**src/logic/cfwm_defs.vh**
```
// Offsets, field positions, reset values and timing counts of the fault manager
`ifndef CFWM_DEFS_VH
`define CFWM_DEFS_VH

// ***************************************************************
// Register offsets
// ***************************************************************
`define CFWM_A_CTRL        8'h00
`define CFWM_A_OV_WARN0    8'h04
`define CFWM_A_UV_WARN0    8'h08
`define CFWM_A_OC_WARN0    8'h0C
`define CFWM_A_OV_WARN1    8'h10
`define CFWM_A_UV_WARN1    8'h14
`define CFWM_A_OC_WARN1    8'h18
`define CFWM_A_PROPAGATE   8'h20
`define CFWM_A_RESPONSE    8'h24
`define CFWM_A_AUX_CFG_A   8'h28
`define CFWM_A_AUX_CFG_B   8'h2C
`define CFWM_A_PG_MAP      8'h30
`define CFWM_A_STATUS      8'h34
`define CFWM_A_MASK        8'h38
`define CFWM_A_CLEAR       8'h3C
`define CFWM_A_STATE       8'h40

// ***************************************************************
// Field positions
// ***************************************************************
`define CFWM_CTRL_ON0      0
`define CFWM_CTRL_ON1      1
`define CFWM_CTRL_VSHARE   2
`define CFWM_CTRL_GAIN0    4
`define CFWM_CTRL_GAIN1    5
// Status: six bits per channel, channel 1 starts at bit 8
`define CFWM_ST_OVW        0
`define CFWM_ST_UVW        1
`define CFWM_ST_OCW        2
`define CFWM_ST_OVF        3
`define CFWM_ST_UVF        4
`define CFWM_ST_LINE       5
`define CFWM_ST_CH1        8
`define CFWM_ST_USED       16'h3F3F

// ***************************************************************
// Reset values
// ***************************************************************
`define CFWM_RST_CTRL      8'h00
`define CFWM_RST_LIMIT     16'h0000
`define CFWM_RST_OV_LIMIT  16'hFFFF
`define CFWM_RST_SEL       4'h0
`define CFWM_RST_MASK      16'h3F3F
`define CFWM_RST_PG_MAP    2'h3

// ***************************************************************
// Trim DAC full scale choices, millivolts
// ***************************************************************
`define CFWM_DAC_FS_LO_MV  1380
`define CFWM_DAC_FS_HI_MV  2650

// ***************************************************************
// Timing
// ***************************************************************
`define CFWM_CLK_KHZ       25000
`define CFWM_DEGLITCH_NS   10000
`define CFWM_MIN_RESET_NS  1000
`define CFWM_DEGLITCH_CYC  ((`CFWM_DEGLITCH_NS * `CFWM_CLK_KHZ + 999999) / 1000000)
`define CFWM_RESET_CYC     ((`CFWM_MIN_RESET_NS * `CFWM_CLK_KHZ + 999999) / 1000000)
`define CFWM_SHARE_CYC     1

`endif

```
**src/logic/cfwm_top.v**
```verilog
// Fault and warning manager for a two-channel power supply manager
//
// Our own choices: the plain strobed port and the placing of the registers.
`timescale 1ns/1ps
`include "cfwm_defs.vh"

module cfwm_top (
    input  wire        mclk,
    input  wire        reset,
    // Register port
    input  wire [7:0]  reg_addr,
    input  wire [31:0] reg_wdata,
    input  wire        reg_wr,
    input  wire        reg_rd,
    output reg  [31:0] reg_rdata,
    // ADC results, same clock
    input  wire        adc_valid,
    input  wire        adc_chan,
    input  wire        adc_is_current,
    input  wire [15:0] adc_data,
    // Supervisor fault events and output good levels, same clock
    input  wire [1:0]  ov_fault_evt,
    input  wire [1:0]  uv_fault_evt,
    input  wire [1:0]  output_good,
    input  wire        vin_on,
    // Pins
    input  wire        share_clk_in,
    input  wire        watchdog_reset_in_n,
    input  wire [1:0]  shared_fault_line_n_in,
    output wire [1:0]  shared_fault_line_n_out,
    output reg  [1:0]  shared_fault_line_n_oe,
    output wire        aux_fault_out_n_out,
    output reg         aux_fault_out_n_oe,
    output wire        alert_out_n_out,
    output reg         alert_out_n_oe,
    output reg  [1:0]  converter_enable_out,
    output reg         power_good_out,
    output reg  [1:0]  dac_gain_high,
    output wire        irq,
    output wire        por_active
);
    reg  [7:0]  ctrl_r;
    reg  [15:0] ov_lim_r [0:1];
    reg  [15:0] uv_lim_r [0:1];
    reg  [15:0] oc_lim_r [0:1];
    reg  [3:0]  fault_line_propagate_sel;
    reg  [3:0]  fault_line_response_sel;
    reg  [3:0]  aux_fault_config_a;
    reg  [3:0]  aux_fault_config_b;
    reg  [1:0]  power_good_map;
    reg  [15:0] status_r;
    reg  [15:0] status_nxt;
    reg  [15:0] mask_r;
    reg  [1:0]  faulted_off_r;
    reg  [1:0]  aux_latch_r;
    reg  [1:0]  line_off_r;
    reg  [1:0]  line_off_nxt;
    reg  [1:0]  on_cmd_d_r;
    reg         seq_on_r;
    reg         share_d_r;
    reg  [15:0] set_vec;
    reg  [31:0] rd_nxt;
    wire [1:0]  line_low;
    wire        share_low;
    wire        wdog_low;
    wire        rst_int;
    wire [1:0]  ov_w;
    wire [1:0]  uv_w;
    wire [1:0]  oc_w;
    wire [1:0]  on_cmd;
    wire [1:0]  on_rise;
    wire        clear_wr;
    integer     c;

    // Status bit index of a channel field
    function integer st_bit;
        input integer chan;
        input integer field;
        begin
            st_bit = chan * `CFWM_ST_CH1 + field;
        end
    endfunction

    // Write strobe decode for one address
    function wr_hit;
        input [7:0] addr;
        begin
            wr_hit = reg_wr && (reg_addr == addr);
        end
    endfunction

    // ***************************************************************
    // Pin conditioning
    // ***************************************************************
    genvar g;
    generate
        for (g = 0; g < 2; g = g + 1) begin : g_line
            cfwm_deglitch #(
                .LEN (`CFWM_DEGLITCH_CYC)
            ) u_line (
                .mclk  (mclk),
                .reset (rst_int),
                .pin_n (shared_fault_line_n_in[g]),
                .low_r (line_low[g])
            );
        end
    endgenerate

    cfwm_deglitch #(
        .LEN (`CFWM_RESET_CYC)
    ) u_wdog (
        .mclk  (mclk),
        .reset (reset),
        .pin_n (watchdog_reset_in_n),
        .low_r (wdog_low)
    );

    cfwm_deglitch #(
        .LEN (`CFWM_SHARE_CYC)
    ) u_share (
        .mclk  (mclk),
        .reset (rst_int),
        .pin_n (share_clk_in),
        .low_r (share_low)
    );

    // Held low long enough: all but the watchdog filter sits in reset
    assign rst_int    = reset | wdog_low;
    assign por_active = wdog_low;

    // ***************************************************************
    // Warning comparators
    // ***************************************************************
    generate
        for (g = 0; g < 2; g = g + 1) begin : g_cmp
            cfwm_warn_cmp u_cmp (
                .mclk      (mclk),
                .reset     (rst_int),
                .sample_v  (adc_valid && !adc_is_current
                            && (adc_chan == g)),
                .sample_i  (adc_valid && adc_is_current
                            && (adc_chan == g)),
                .adc_data  (adc_data),
                .ov_lim    (ov_lim_r[g]),
                .uv_lim    (uv_lim_r[g]),
                .oc_lim    (oc_lim_r[g]),
                .ov_warn_r (ov_w[g]),
                .uv_warn_r (uv_w[g]),
                .oc_warn_r (oc_w[g])
            );
        end
    endgenerate

    // ***************************************************************
    // Configuration registers
    // ***************************************************************
    assign clear_wr = wr_hit(`CFWM_A_CLEAR);
    assign on_cmd   = {ctrl_r[`CFWM_CTRL_ON1], ctrl_r[`CFWM_CTRL_ON0]};
    assign on_rise  = on_cmd & ~on_cmd_d_r;

    always @(posedge mclk) begin
        if (rst_int) begin
            ctrl_r                   <= `CFWM_RST_CTRL;
            ov_lim_r[0]              <= `CFWM_RST_OV_LIMIT;
            ov_lim_r[1]              <= `CFWM_RST_OV_LIMIT;
            uv_lim_r[0]              <= `CFWM_RST_LIMIT;
            uv_lim_r[1]              <= `CFWM_RST_LIMIT;
            oc_lim_r[0]              <= `CFWM_RST_OV_LIMIT;
            oc_lim_r[1]              <= `CFWM_RST_OV_LIMIT;
            fault_line_propagate_sel <= `CFWM_RST_SEL;
            fault_line_response_sel  <= `CFWM_RST_SEL;
            aux_fault_config_a       <= `CFWM_RST_SEL;
            aux_fault_config_b       <= `CFWM_RST_SEL;
            power_good_map           <= `CFWM_RST_PG_MAP;
            mask_r                   <= `CFWM_RST_MASK;
        end else begin
            if (wr_hit(`CFWM_A_CTRL))
                ctrl_r <= reg_wdata[7:0];
            if (wr_hit(`CFWM_A_OV_WARN0))
                ov_lim_r[0] <= reg_wdata[15:0];
            if (wr_hit(`CFWM_A_UV_WARN0))
                uv_lim_r[0] <= reg_wdata[15:0];
            if (wr_hit(`CFWM_A_OC_WARN0))
                oc_lim_r[0] <= reg_wdata[15:0];
            if (wr_hit(`CFWM_A_OV_WARN1))
                ov_lim_r[1] <= reg_wdata[15:0];
            if (wr_hit(`CFWM_A_UV_WARN1))
                uv_lim_r[1] <= reg_wdata[15:0];
            if (wr_hit(`CFWM_A_OC_WARN1))
                oc_lim_r[1] <= reg_wdata[15:0];
            if (wr_hit(`CFWM_A_PROPAGATE))
                fault_line_propagate_sel <= reg_wdata[3:0];
            if (wr_hit(`CFWM_A_RESPONSE))
                fault_line_response_sel <= reg_wdata[3:0];
            if (wr_hit(`CFWM_A_AUX_CFG_A))
                aux_fault_config_a <= reg_wdata[3:0];
            if (wr_hit(`CFWM_A_AUX_CFG_B))
                aux_fault_config_b <= reg_wdata[3:0];
            if (wr_hit(`CFWM_A_PG_MAP))
                power_good_map <= reg_wdata[1:0];
            if (wr_hit(`CFWM_A_MASK))
                mask_r <= reg_wdata[15:0] & `CFWM_ST_USED;
        end
    end

    // ***************************************************************
    // Status, interrupt and alert
    // ***************************************************************
    always @* begin
        set_vec      = 16'h0000;
        line_off_nxt = 2'b00;
        for (c = 0; c < 2; c = c + 1) begin
            line_off_nxt[c] =
                |(fault_line_response_sel[2*c +: 2] & line_low);
            set_vec[st_bit(c, `CFWM_ST_OVW)] = ov_w[c];
            set_vec[st_bit(c, `CFWM_ST_UVW)] = uv_w[c];
            set_vec[st_bit(c, `CFWM_ST_OCW)] = oc_w[c];
            set_vec[st_bit(c, `CFWM_ST_OVF)] = ov_fault_evt[c];
            set_vec[st_bit(c, `CFWM_ST_UVF)] = uv_fault_evt[c];
            set_vec[st_bit(c, `CFWM_ST_LINE)] =
                line_off_nxt[c] & ~line_off_r[c];
        end
        // New events win over a clear in the same cycle
        if (clear_wr)
            status_nxt = set_vec;
        else if (wr_hit(`CFWM_A_STATUS))
            status_nxt = (status_r & ~reg_wdata[15:0]) | set_vec;
        else
            status_nxt = status_r | set_vec;
    end

    always @(posedge mclk) begin
        if (rst_int) begin
            status_r       <= 16'h0000;
            alert_out_n_oe <= 1'b0;
        end else begin
            status_r       <= status_nxt;
            alert_out_n_oe <= |(status_nxt & mask_r);
        end
    end

    assign irq             = alert_out_n_oe;
    // Open drain: only ever drive low
    assign alert_out_n_out = 1'b0;

    // ***************************************************************
    // Sequencing gate
    // ***************************************************************
    // Shared clock low-to-high edge aligns all devices of an array
    always @(posedge mclk) begin
        if (rst_int) begin
            seq_on_r  <= 1'b0;
            share_d_r <= 1'b0;
        end else begin
            share_d_r <= share_low;
            if (!ctrl_r[`CFWM_CTRL_VSHARE])
                seq_on_r <= vin_on;
            else if (share_d_r && !share_low)
                seq_on_r <= vin_on;
        end
    end

    // ***************************************************************
    // Channel fault states and enables
    // ***************************************************************
    always @(posedge mclk) begin
        if (rst_int) begin
            faulted_off_r        <= 2'b00;
            aux_latch_r          <= 2'b00;
            line_off_r           <= 2'b00;
            on_cmd_d_r           <= 2'b00;
            converter_enable_out <= 2'b00;
        end else begin
            on_cmd_d_r <= on_cmd;
            line_off_r <= line_off_nxt;
            for (c = 0; c < 2; c = c + 1) begin
                if (ov_fault_evt[c] || uv_fault_evt[c])
                    faulted_off_r[c] <= 1'b1;
                else if (on_rise[c])
                    faulted_off_r[c] <= 1'b0;
                if ((ov_fault_evt[c] && aux_fault_config_a[c])
                    || (uv_fault_evt[c] && aux_fault_config_b[c]))
                    aux_latch_r[c] <= 1'b1;
                else if (on_rise[c] && faulted_off_r[c])
                    aux_latch_r[c] <= 1'b0;
            end
            // Warnings deliberately absent from this term
            converter_enable_out <= on_cmd & ~faulted_off_r
                                    & ~line_off_nxt
                                    & {2{seq_on_r}};
        end
    end

    always @(posedge mclk) begin
        if (rst_int) begin
            shared_fault_line_n_oe <= 2'b00;
            aux_fault_out_n_oe     <= 1'b0;
            power_good_out         <= 1'b0;
            dac_gain_high          <= 2'b00;
        end else begin
            for (c = 0; c < 2; c = c + 1)
                shared_fault_line_n_oe[c] <=
                    (faulted_off_r[0] & fault_line_propagate_sel[c])
                    | (faulted_off_r[1]
                       & fault_line_propagate_sel[2 + c]);
            aux_fault_out_n_oe <= |aux_latch_r;
            power_good_out     <= (|power_good_map)
                && ((output_good | ~power_good_map) == 2'b11);
            dac_gain_high      <= {ctrl_r[`CFWM_CTRL_GAIN1],
                                   ctrl_r[`CFWM_CTRL_GAIN0]};
        end
    end

    assign shared_fault_line_n_out = 2'b00;
    assign aux_fault_out_n_out     = 1'b0;

    // ***************************************************************
    // Read port
    // ***************************************************************
    always @* begin
        rd_nxt = 32'h0000_0000;
        case (reg_addr)
            `CFWM_A_CTRL:      rd_nxt[7:0]  = ctrl_r;
            `CFWM_A_OV_WARN0:  rd_nxt[15:0] = ov_lim_r[0];
            `CFWM_A_UV_WARN0:  rd_nxt[15:0] = uv_lim_r[0];
            `CFWM_A_OC_WARN0:  rd_nxt[15:0] = oc_lim_r[0];
            `CFWM_A_OV_WARN1:  rd_nxt[15:0] = ov_lim_r[1];
            `CFWM_A_UV_WARN1:  rd_nxt[15:0] = uv_lim_r[1];
            `CFWM_A_OC_WARN1:  rd_nxt[15:0] = oc_lim_r[1];
            `CFWM_A_PROPAGATE: rd_nxt[3:0]  = fault_line_propagate_sel;
            `CFWM_A_RESPONSE:  rd_nxt[3:0]  = fault_line_response_sel;
            `CFWM_A_AUX_CFG_A: rd_nxt[3:0]  = aux_fault_config_a;
            `CFWM_A_AUX_CFG_B: rd_nxt[3:0]  = aux_fault_config_b;
            `CFWM_A_PG_MAP:    rd_nxt[1:0]  = power_good_map;
            `CFWM_A_STATUS:    rd_nxt[15:0] = status_r;
            `CFWM_A_MASK:      rd_nxt[15:0] = mask_r;
            `CFWM_A_STATE:     rd_nxt[11:0] = {line_low, line_off_r,
                                   aux_latch_r, faulted_off_r,
                                   converter_enable_out,
                                   seq_on_r, power_good_out};
            default:           rd_nxt = 32'h0000_0000;
        endcase
    end

    // Read data stands only in the cycle after the strobe
    always @(posedge mclk) begin
        if (rst_int)
            reg_rdata <= 32'h0000_0000;
        else if (reg_rd)
            reg_rdata <= rd_nxt;
        else
            reg_rdata <= 32'h0000_0000;
    end
endmodule // cfwm_top

```
**src/logic/cfwm_deglitch.v**
```verilog
// Two-stage pin synchroniser followed by a low-level deglitch filter
`timescale 1ns/1ps

module cfwm_deglitch #(
    parameter LEN = 250
) (
    input  wire mclk,
    input  wire reset,
    input  wire pin_n,
    output reg  low_r
);
    reg        s1_r;
    reg        s2_r;
    reg [15:0] cnt_r;

    // ***************************************************************
    // Synchroniser, first stage read only by the second
    // ***************************************************************
    always @(posedge mclk) begin
        if (reset) begin
            s1_r <= 1'b1;
            s2_r <= 1'b1;
        end else begin
            s1_r <= pin_n;
            s2_r <= s1_r;
        end
    end

    // ***************************************************************
    // Filter: output follows only after LEN stable cycles
    // ***************************************************************
    always @(posedge mclk) begin
        if (reset) begin
            cnt_r <= 16'h0000;
            low_r <= 1'b0;
        end else if (s2_r == low_r) begin
            // Disagreement with output: count towards a change
            if (cnt_r >= LEN[15:0] - 16'h0001) begin
                cnt_r <= 16'h0000;
                low_r <= ~s2_r;
            end else begin
                cnt_r <= cnt_r + 16'h0001;
            end
        end else begin
            cnt_r <= 16'h0000;
        end
    end
endmodule // cfwm_deglitch

```
**src/logic/cfwm_warn_cmp.v**
```verilog
// Per-channel warning comparator on each fresh ADC result
`timescale 1ns/1ps

module cfwm_warn_cmp (
    input  wire        mclk,
    input  wire        reset,
    input  wire        sample_v,
    input  wire        sample_i,
    input  wire [15:0] adc_data,
    input  wire [15:0] ov_lim,
    input  wire [15:0] uv_lim,
    input  wire [15:0] oc_lim,
    output reg         ov_warn_r,
    output reg         uv_warn_r,
    output reg         oc_warn_r
);
    // ***************************************************************
    // Compare only when a new result arrives
    // ***************************************************************
    always @(posedge mclk) begin
        if (reset) begin
            ov_warn_r <= 1'b0;
            uv_warn_r <= 1'b0;
            oc_warn_r <= 1'b0;
        end else begin
            ov_warn_r <= sample_v && (adc_data > ov_lim);
            uv_warn_r <= sample_v && (adc_data < uv_lim);
            // Current has an upper limit only
            oc_warn_r <= sample_i && (adc_data > oc_lim);
        end
    end
endmodule // cfwm_warn_cmp

```
**config.mk**
```make
export PLATFORM = sky130hd
export DESIGN_NAME = cfwm_top
export DESIGN_NICKNAME = d
export VERILOG_FILES = /design/src/logic/cfwm_top.v /design/src/logic/cfwm_deglitch.v /design/src/logic/cfwm_warn_cmp.v
export VERILOG_INCLUDE_DIRS = /design/src /design/src/logic
export SDC_FILE = /design/constraint.sdc
export NUM_CORES = 1
export LEC_CHECK = 0
export BUFFER_PORTS_ARGS = -buffer_cell sky130_fd_sc_hd__buf_2
export CAP_MARGIN = 30
export CORE_AREA = 2 2 169 171
export DETAILED_ROUTE_END_ITERATION = 8
export DIE_AREA = 0 0 171 173
export PLACE_DENSITY_LB_ADDON = 0.2
export REMOVE_ABC_BUFFERS = 1
export SYNTH_ARGS = -nofsm -noshare
export SYNTH_HDL_FRONTEND = slang
export SYNTH_SLANG_ARGS = --single-unit
```
**constraint.sdc**
```tcl
create_clock -name mclk -period 2.65 [get_ports mclk]
set_input_delay 0.1325 -clock mclk [delete_from_list [all_inputs] [get_ports mclk]]
set_output_delay 0.1325 -clock mclk [all_outputs]
set_load 0.01 [all_outputs]
```
==> impl_metrics.prom, run 1 <==
# TYPE chip_impl_metric gauge
chip_impl_metric{name="grt_pass1_vias",unit=""} 9611
chip_impl_metric{name="seqCellArea",unit="sq um"} 5986
chip_impl_info{name="cp-end-kind",value="register"} 1
chip_impl_metric{name="fp.dieH",unit="um"} 173
chip_impl_metric{name="worstMarginPinSlew",unit="ns"} 0.6762
chip_impl_metric{name="floorplan.rows",unit=""} 61
chip_impl_metric{name="route.detailed.vias_per_inst",unit=""} 5.478
chip_impl_metric{name="number_of_antenna_violations_at_the_first_check_in_global_routing",unit=""} 0
chip_impl_metric{name="internal_power_contribution",unit="mW"} 6.626
chip_impl_info{name="yosysTopAreaCell",value="sky130_fd_sc_hd__dfxtp_1"} 1
chip_impl_info{name="yosys_most_used_dff",value="sky130_fd_sc_hd__dfxtp_1"} 1
chip_impl_metric{name="fin_ws",unit="ns"} 0.2229
chip_impl_info{name="synth_area_leaders",value="sky130_fd_sc_hd__dfxtp_1 25%, sky130_fd_sc_hd__edfxtp_1 24%, sky130_fd_sc_hd__ha_1 10%"} 1
chip_impl_metric{name="cts_made_buffers",unit=""} 28
chip_impl_metric{name="hold_viol_final",unit=""} 0
chip_impl_metric{name="grt_pass1_wl",unit="um"} 56630
chip_impl_metric{name="clk_latency",unit="ns"} 0.56
chip_impl_info{name="tritoncts",value="yes"} 1
chip_impl_metric{name="grt.overflow.total",unit=""} 0
chip_impl_metric{name="core_area",unit="sq um"} 27630
chip_impl_metric{name="syn_inst",unit=""} 1210
chip_impl_info{name="worstSetupPathType",value="reg2reg"} 1
chip_impl_metric{name="max-slew-margin-rel",unit="%"} 54.76
chip_impl_metric{name="routabilityCongestion",unit=""} 0.9430
chip_impl_metric{name="finalClockSkew",unit="ns"} 0.01631
chip_impl_metric{name="final-max-slew-violation-count",unit=""} 0
chip_impl_metric{name="detailedRoute.firstPassIterationCount",unit=""} 8
chip_impl_metric{name="synthesis.area",unit="sq um"} 12260
chip_impl_metric{name="area.growth.synth_to_final",unit="%"} 19.32
chip_impl_metric{name="finalWirelength",unit="um"} 37570
chip_impl_metric{name="ys.warnings.count",unit=""} 0
chip_impl_metric{name="synth_area_per_cell",unit="sq um"} 10.13
chip_impl_metric{name="global_route_total_usage_across_every_layer",unit="%"} 25.43
chip_impl_metric{name="p_leak",unit="nW"} 6.475
chip_impl_metric{name="tritoncts_sinks",unit=""} 251
chip_impl_metric{name="reg2regPathDepth",unit=""} 8
chip_impl_info{name="root_buffer",value="sky130_fd_sc_hd__clkbuf_16"} 1
chip_impl_metric{name="number_of_antenna_repair_diodes",unit=""} 0
chip_impl_metric{name="synth.yosys.seq_area_share",unit="%"} 48.84
chip_impl_metric{name="route.detailed.wl_per_inst",unit="um"} 21.06
chip_impl_metric{name="maxClockFrequency",unit="GHz"} 0.4120
chip_impl_metric{name="synth_largest_type_area_fraction",unit="%"} 25.32
chip_impl_metric{name="die-width",unit="um"} 171
chip_impl_metric{name="finalSetupTns",unit="ns"} 0
chip_impl_metric{name="area_taken_by_multi_input_logic_gates",unit="sq um"} 5665
chip_impl_metric{name="drtIter0Drc",unit=""} 1035
chip_impl_metric{name="crit_arrival",unit="ns"} 2.84
chip_impl_metric{name="power.density",unit="nW/um^2"} 591.9
chip_impl_metric{name="placedInstanceArea",unit="sq um"} 13320
chip_impl_info{name="hold_path_class",value="in2reg"} 1
chip_impl_metric{name="power_frac_comb",unit="%"} 7.2
chip_impl_metric{name="antenna_left",unit=""} 0
chip_impl_metric{name="postSynthRegisterBits",unit=""} 251
chip_impl_info{name="worstSetupStartpointType",value="register"} 1
chip_impl_metric{name="place.detailed.hpwl",unit="um"} 28190
chip_impl_metric{name="synth_enable_flop_cells",unit=""} 96
chip_impl_metric{name="port_buffer_count",unit=""} 84
chip_impl_metric{name="vdd.ir_drop.worst",unit="mV"} 0.5554
chip_impl_metric{name="swShare",unit="%"} 23.46
chip_impl_metric{name="drive_gt1_share",unit="%"} 15.15
chip_impl_metric{name="whs_path_depth",unit=""} 3
chip_impl_metric{name="design.final.nets",unit=""} 1561
chip_impl_metric{name="crit_path_max_fanout",unit=""} 3
chip_impl_metric{name="finalSetupViolCount",unit=""} 0
chip_impl_info{name="status",value="completed"} 1
chip_impl_metric{name="floorplan.initialDensity",unit="%"} 44.36
chip_impl_metric{name="timing.final.crit_share",unit="%"} 91.59
chip_impl_metric{name="ctsHtreeMaxLevel",unit=""} 1
chip_impl_metric{name="total_switching_power",unit="mW"} 2.031
chip_impl_metric{name="final_period_minus_worst_setup_slack",unit="ns"} 2.427
chip_impl_metric{name="route.vias.total",unit=""} 9772
chip_impl_metric{name="layout.filler_cells",unit=""} 2530
chip_impl_metric{name="total_drc_errors_in_the_routed_layout",unit=""} 0
chip_impl_metric{name="largest_net_degree_at_the_start_of_global_routing",unit=""} 49
chip_impl_metric{name="ctsLongestPathBuffers",unit=""} 3
chip_impl_metric{name="clockPowerShare",unit="%"} 45.4
chip_impl_info{name="setup_repair_after_global_routing_missed_its_margin",value="false"} 1
chip_impl_metric{name="post_cts.repair.setup_buffers",unit=""} 0
chip_impl_metric{name="async_reset_ff_share",unit="%"} 0
chip_impl_metric{name="power.sequential.fraction",unit="%"} 47.5
chip_impl_metric{name="post-route-cell-area",unit="sq um"} 14630
chip_impl_metric{name="clk_pin_slew",unit="ns"} 0.06
chip_impl_metric{name="fp.dieArea",unit="sq um"} 29580
chip_impl_metric{name="critPathRequiredTime",unit="ns"} 3.06
chip_impl_metric{name="pre_cts_slack",unit="ns"} 0.4222
chip_impl_metric{name="max_cap_violation_count",unit=""} 0
chip_impl_metric{name="synth.lib_cells_used.distinct",unit=""} 69
chip_impl_metric{name="ioPinCount",unit=""} 121
## power groups by stage
stage          sequential (mW)  combinational [mW]  clock, mW
3_3_place_gp              4.19               0.562          0
4_1_cts                   4.11               0.614       3.99
2_1_floorplan             4.18               0.270          0
6_report                  4.11               0.621       3.93
3_5_place_dp              4.19               0.570          0
5_1_grt                   4.11               0.681       4.16
## timing repair
item	CTS	global route
hold endpoints to repair	99	0
hold buffers	36	0
resized for setup	0	0
## layout by cell type, fill, tap and decap left out, types with 18 or more instances in the layout
| master | count |
|---|---|
| sky130_fd_sc_hd__inv_1 | 111 |
| sky130_fd_sc_hd__buf_2 | 84 |
| sky130_fd_sc_hd__edfxtp_1 | 96 |
| sky130_fd_sc_hd__ha_1 | 102 |
| sky130_fd_sc_hd__nand2_1 | 70 |
| sky130_fd_sc_hd__o21ai_0 | 45 |
| sky130_fd_sc_hd__nor2_1 | 88 |
| sky130_fd_sc_hd__a22oi_1 | 30 |
| sky130_fd_sc_hd__clkbuf_16 | 30 |
| sky130_fd_sc_hd__a21oi_1 | 59 |
| sky130_fd_sc_hd__nand3_1 | 34 |
| sky130_fd_sc_hd__mux2i_1 | 35 |
| sky130_fd_sc_hd__or2_2 | 22 |
| sky130_fd_sc_hd__and3_1 | 18 |
| sky130_fd_sc_hd__dfxtp_1 | 155 |
| sky130_fd_sc_hd__and2_1 | 27 |
| sky130_fd_sc_hd__a21o_1 | 24 |
| sky130_fd_sc_hd__conb_1 | 47 |
| sky130_fd_sc_hd__dlygate4sd3_1 | 36 |
| sky130_fd_sc_hd__buf_4 | 43 |
## final timing paths
path | startpoint | end | slack [ns]
worst max register to register | ov_lim_r[0][15] | g_cmp[0].u_cmp.ov_warn_r | 0.22
worst min-delay path | reg_wdata[1] | ctrl_r[1] | 0.01
worst max-delay path | ov_lim_r[0][15] | g_cmp[0].u_cmp.ov_warn_r | 0.22
worst min register to register | u_share.s2_r | u_share.low_r | 0.39
## Yosys cell counts (all sizes together) (4+ instances only)
library cell	instances
dfxtp	155
inv	111
ha	102
edfxtp	96
nor2	94
nand2	70
a21oi	59
o21ai	48
buf	43
or2	36
mux2i	35
nand3	35
a22oi	30
and2	27
a21o	24
clkbuf	23
and3	18
a222oi	17
a31oi	17
nand4	17
nor3	17
nor4	13
nor2b	12
a211oi	10
or3	10
xor2	10
a221oi	8
o22ai	7
nand2b	6
o2111ai	6
xnor2	6
o211ai	5
nor3b	4
nor4b	4
o21a	4
o31ai	4
## state kept, by name (all words and copies together) (netlist names), 4 cells and up
name                      count
g_line.u_line.cnt_r          32
oc_lim_r                     32
ov_lim_r                     32
uv_lim_r                     32
reg_rdata                    16
status_r                     16
u_wdog.cnt_r                 16
mask_r                       12
ctrl_r                        8
aux_fault_config_a            4
aux_fault_config_b            4
fault_line_propagate_sel      4
fault_line_response_sel       4
## per-stage QoR
| step | cells | power, mW | hold WS [ns] | util, % |
|---|---|---|---|---|
| floorplan | 1190 | 4.445 | 0.2053 | - |
| global route | 1784 | 8.950 | 0.02684 | 52.93 |
| CTS | 1784 | 8.715 | 0.0006946 | 52.93 |
| detailed placement | 1697 | 4.760 | 0.3114 | 48.22 |
| global placement | 1697 | 4.751 | 0.3102 | 48.22 |
| finish | 1784 | 8.657 | 0.01477 | 52.93 |
## layout make-up
cell class	count	share of cell area (%)
inverter	111	2.849
clock inverter	11	0.8983
timing repair buffer	165	7.819
tap	378	3.234
multi-input combinational	828	38.74
sequential	251	40.93
clock buffer	40	5.535
## per-layer routing
metal,routed length [um],track usage (%),up-vias
li1,-,-,4647
met1,15920,34.60,4606
met3,3256,4.532,89
met4,1321,9.216,0
met2,17080,40.49,430
met5,0,0,-
## cell families (layout without fill, tap and decap cells)
kind of cell,count (synthesis),after routing,synth area share (%)
xor gates and xnor gates,16,16,1.143
DFF,251,251,48.84
buffers and inverters,177,327,6.513
adders and majority gates,102,102,10.41
other,1,47,0.03060
and+or+nand+nor,371,371,16.03
muxes,35,35,2.858
AOI/OAI and AO/OA,257,257,14.18
## worst max-delay path, stage by stage, from the launching register on
cell and delay [ns]:
sky130_fd_sc_hd__edfxtp_1 0.38, sky130_fd_sc_hd__inv_1 0.06, sky130_fd_sc_hd__ha_1 0.28, sky130_fd_sc_hd__and3_1 0.21
sky130_fd_sc_hd__nand4_1 0.25, sky130_fd_sc_hd__nor3_1 0.30, sky130_fd_sc_hd__nor4_1 0.07, sky130_fd_sc_hd__dlygate4sd3_1 0.56
sky130_fd_sc_hd__o31a_1 0.17
Power figures use the tool's default switching activity.
==> inputs of run 2 (changes only) <==
==> constraint.sdc (replaced) <==
create_clock -name mclk -period 3.1 [get_ports mclk]
set_input_delay 0.155 -clock mclk [delete_from_list [all_inputs] [get_ports mclk]]
set_output_delay 0.155 -clock mclk [all_outputs]
set_load 0.005 [all_outputs]
==> impl_metrics.prom, run 2 (synthesized netlist as in run 1, its figures left out) <==
# TYPE chip_impl_metric gauge
chip_impl_metric{name="maxClockFrequency",unit="GHz"} 0.4216
chip_impl_metric{name="placedInstanceArea",unit="sq um"} 13250
chip_impl_info{name="root_buffer",value="sky130_fd_sc_hd__clkbuf_16"} 1
chip_impl_metric{name="global_route_total_usage_across_every_layer",unit="%"} 25.13
chip_impl_metric{name="timing.final.crit_share",unit="%"} 76.51
chip_impl_info{name="status",value="completed"} 1
chip_impl_metric{name="design.final.nets",unit=""} 1548
chip_impl_metric{name="finalSetupViolCount",unit=""} 0
chip_impl_metric{name="power.density",unit="nW/um^2"} 497.7
chip_impl_info{name="cp-end-kind",value="register"} 1
chip_impl_metric{name="place.detailed.hpwl",unit="um"} 27740
chip_impl_metric{name="clk_pin_slew",unit="ns"} 0.06
chip_impl_metric{name="number_of_antenna_repair_diodes",unit=""} 0
chip_impl_metric{name="power_frac_comb",unit="%"} 7.2
chip_impl_metric{name="die-width",unit="um"} 171
chip_impl_metric{name="max-slew-margin-rel",unit="%"} 42.63
chip_impl_metric{name="cts_made_buffers",unit=""} 28
chip_impl_info{name="tritoncts",value="yes"} 1
chip_impl_metric{name="grt_pass1_wl",unit="um"} 56180
chip_impl_metric{name="final_period_minus_worst_setup_slack",unit="ns"} 2.372
chip_impl_metric{name="number_of_antenna_violations_at_the_first_check_in_global_routing",unit=""} 0
chip_impl_metric{name="largest_net_degree_at_the_start_of_global_routing",unit=""} 40
chip_impl_metric{name="place.detailed.instances",unit=""} 1686
chip_impl_metric{name="clockPowerShare",unit="%"} 44.1
chip_impl_metric{name="crit_arrival",unit="ns"} 2.78
chip_impl_metric{name="tritoncts_sinks",unit=""} 251
chip_impl_info{name="worstSetupPathType",value="reg2reg"} 1
chip_impl_metric{name="floorplan.rows",unit=""} 61
chip_impl_metric{name="max_cap_violation_count",unit=""} 0
chip_impl_metric{name="clk_latency",unit="ns"} 0.55
chip_impl_info{name="setup_repair_after_global_routing_missed_its_margin",value="false"} 1
chip_impl_metric{name="core_area",unit="sq um"} 27630
chip_impl_metric{name="worstMarginPinSlew",unit="ns"} 0.8534
chip_impl_metric{name="area.growth.synth_to_final",unit="%"} 18.18
chip_impl_metric{name="p_leak",unit="nW"} 6.380
chip_impl_metric{name="finalWirelength",unit="um"} 37240
chip_impl_metric{name="crit_path_max_fanout",unit=""} 3
chip_impl_metric{name="detailedRoute.firstPassIterationCount",unit=""} 8
chip_impl_metric{name="area_taken_by_multi_input_logic_gates",unit="sq um"} 5665
chip_impl_metric{name="antenna_left",unit=""} 0
chip_impl_metric{name="hold_viol_final",unit=""} 0
chip_impl_metric{name="drtIter0Drc",unit=""} 997
chip_impl_metric{name="finalSetupTns",unit="ns"} 0
chip_impl_metric{name="floorplan.initialDensity",unit="%"} 44.36
chip_impl_metric{name="layout.filler_cells",unit=""} 2546
chip_impl_metric{name="route.detailed.vias_per_inst",unit=""} 5.536
chip_impl_metric{name="post-route-cell-area",unit="sq um"} 14490
chip_impl_metric{name="seqCellArea",unit="sq um"} 5986
chip_impl_info{name="final_common_cell",value="sky130_fd_sc_hd__dfxtp_1"} 1
chip_impl_metric{name="port_buffer_count",unit=""} 84
chip_impl_metric{name="ctsLongestPathBuffers",unit=""} 3
chip_impl_metric{name="final-max-slew-violation-count",unit=""} 0
chip_impl_metric{name="fp.dieH",unit="um"} 173
chip_impl_info{name="hold_path_class",value="in2reg"} 1
chip_impl_metric{name="ctsHtreeMaxLevel",unit=""} 1
chip_impl_metric{name="fin_worst_hold_slack",unit="ns"} 0.03137
chip_impl_metric{name="routabilityCongestion",unit=""} 0.9016
chip_impl_metric{name="route.vias.total",unit=""} 9805
chip_impl_metric{name="total_switching_power",unit="mW"} 1.684
chip_impl_metric{name="drive_gt1_share",unit="%"} 14.29
chip_impl_info{name="final_cell_mix",value="155 x sky130_fd_sc_hd__dfxtp_1, 111 x sky130_fd_sc_hd__inv_1, 102 x sky130_fd_sc_hd__ha_1, 96 x sky130_fd_sc_hd__edfxtp_1, 88 x sky130_fd_sc_hd__nor2_1"} 1
chip_impl_metric{name="fp.dieArea",unit="sq um"} 29580
chip_impl_metric{name="grt.overflow.total",unit=""} 0
chip_impl_metric{name="internal_power_contribution",unit="mW"} 5.524
chip_impl_metric{name="vdd.ir_drop.worst",unit="mV"} 0.4431
chip_impl_metric{name="route.detailed.wl_per_inst",unit="um"} 21.03
chip_impl_metric{name="power.sequential.fraction",unit="%"} 48.7
chip_impl_metric{name="final_cells",unit=""} 1771
chip_impl_metric{name="critPathRequiredTime",unit="ns"} 3.51
chip_impl_metric{name="finalClockSkew",unit="ns"} 0.01674
chip_impl_metric{name="ioPinCount",unit=""} 121
chip_impl_info{name="worstSetupStartpointType",value="register"} 1
chip_impl_metric{name="swShare",unit="%"} 23.37
chip_impl_metric{name="grt_pass1_vias",unit=""} 9465
chip_impl_metric{name="total_drc_errors_in_the_routed_layout",unit=""} 0
run 2: cell types whose count changed in the layout (fill, tap and decap cells not counted), moves of 2 or more:
| cell | change |
|---|---|
| sky130_fd_sc_hd__bufinv_16 | -2 |
| sky130_fd_sc_hd__clkinv_4 | -3 |
| sky130_fd_sc_hd__dlygate4sd3_1 | -2 |
| sky130_fd_sc_hd__clkbuf_1 | +2 |
| sky130_fd_sc_hd__clkbuf_8 | +6 |
| sky130_fd_sc_hd__clkbuf_16 | -2 |
| sky130_fd_sc_hd__buf_4 | -12 |
| sky130_fd_sc_hd__clkinv_2 | -2 |
run 2: final cells by class:
type	instances	area share, %
Inverter	111	2.876
Clock inverter	6	0.3196
Tap cell	378	3.265
Sequential cell	251	41.32
Multi-Input combinational cell	828	39.11
Timing Repair Buffer	152	7.273
Clock buffer	45	5.831
run 2: per-stage QoR:
| step | worst slack, ns | utilization [%] | power (mW) |
|---|---|---|---|
| after floorplan | 0.2479 | - | 3.793 |
| after global placement | 0.5235 | 47.94 | 4.053 |
| after detailed placement | 0.5098 | 47.97 | 4.060 |
| after CTS | 0.7318 | 52.43 | 7.259 |
| after global routing | 0.5684 | 52.43 | 7.442 |
| final | 0.7281 | 52.43 | 7.209 |
run 2: worst paths after layout:
kind	end	start	slack, ns	cells past startpoint
setup / recovery	g_cmp[0].u_cmp.ov_warn_r	ov_lim_r[0][15]	0.73	8
hold / removal	ctrl_r[0]	reg_wdata[0]	0.03	3
setup reg to reg	g_cmp[0].u_cmp.ov_warn_r	ov_lim_r[0][15]	0.73	8
hold reg to reg	u_share.low_r	u_share.s2_r	0.38	1
run 2: per-layer routing:
metal | up-vias | track usage [%] | share of wire [%]
met2 | 440 | 39.75 | 45
met5 | - | 0 | 0
met3 | 85 | 4.555 | 8.7
li1 | 4628 | - | -
met4 | 0 | 9.251 | 3.8
met1 | 4652 | 34.32 | 43
run 2: repair_timing:
item                                   4_1_cts  5_1_grt
gates resized for setup                      0        0
setup buffers                                0        0
hold buffers                                34        0
endpoints found under the hold margin       67        0
run 2: power by group through the flow:
stage | combinational, mW | sequential, mW | clock, mW
3_5_place_dp | 0.478 | 3.58 | 0
2_1_floorplan | 0.225 | 3.57 | 0
4_1_cts | 0.512 | 3.51 | 3.24
3_3_place_gp | 0.472 | 3.58 | 0
5_1_grt | 0.568 | 3.52 | 3.36
6_report | 0.518 | 3.51 | 3.18
run 2: critical path: stages (launching register included):
cell,delay (ns)
sky130_fd_sc_hd__edfxtp_1,0.37
sky130_fd_sc_hd__inv_1,0.05
sky130_fd_sc_hd__ha_1,0.28
sky130_fd_sc_hd__and3_1,0.21
sky130_fd_sc_hd__nand4_1,0.28
sky130_fd_sc_hd__nor3_1,0.26
sky130_fd_sc_hd__nor4_1,0.06
sky130_fd_sc_hd__dlygate4sd3_1,0.56
sky130_fd_sc_hd__o31a_1,0.17
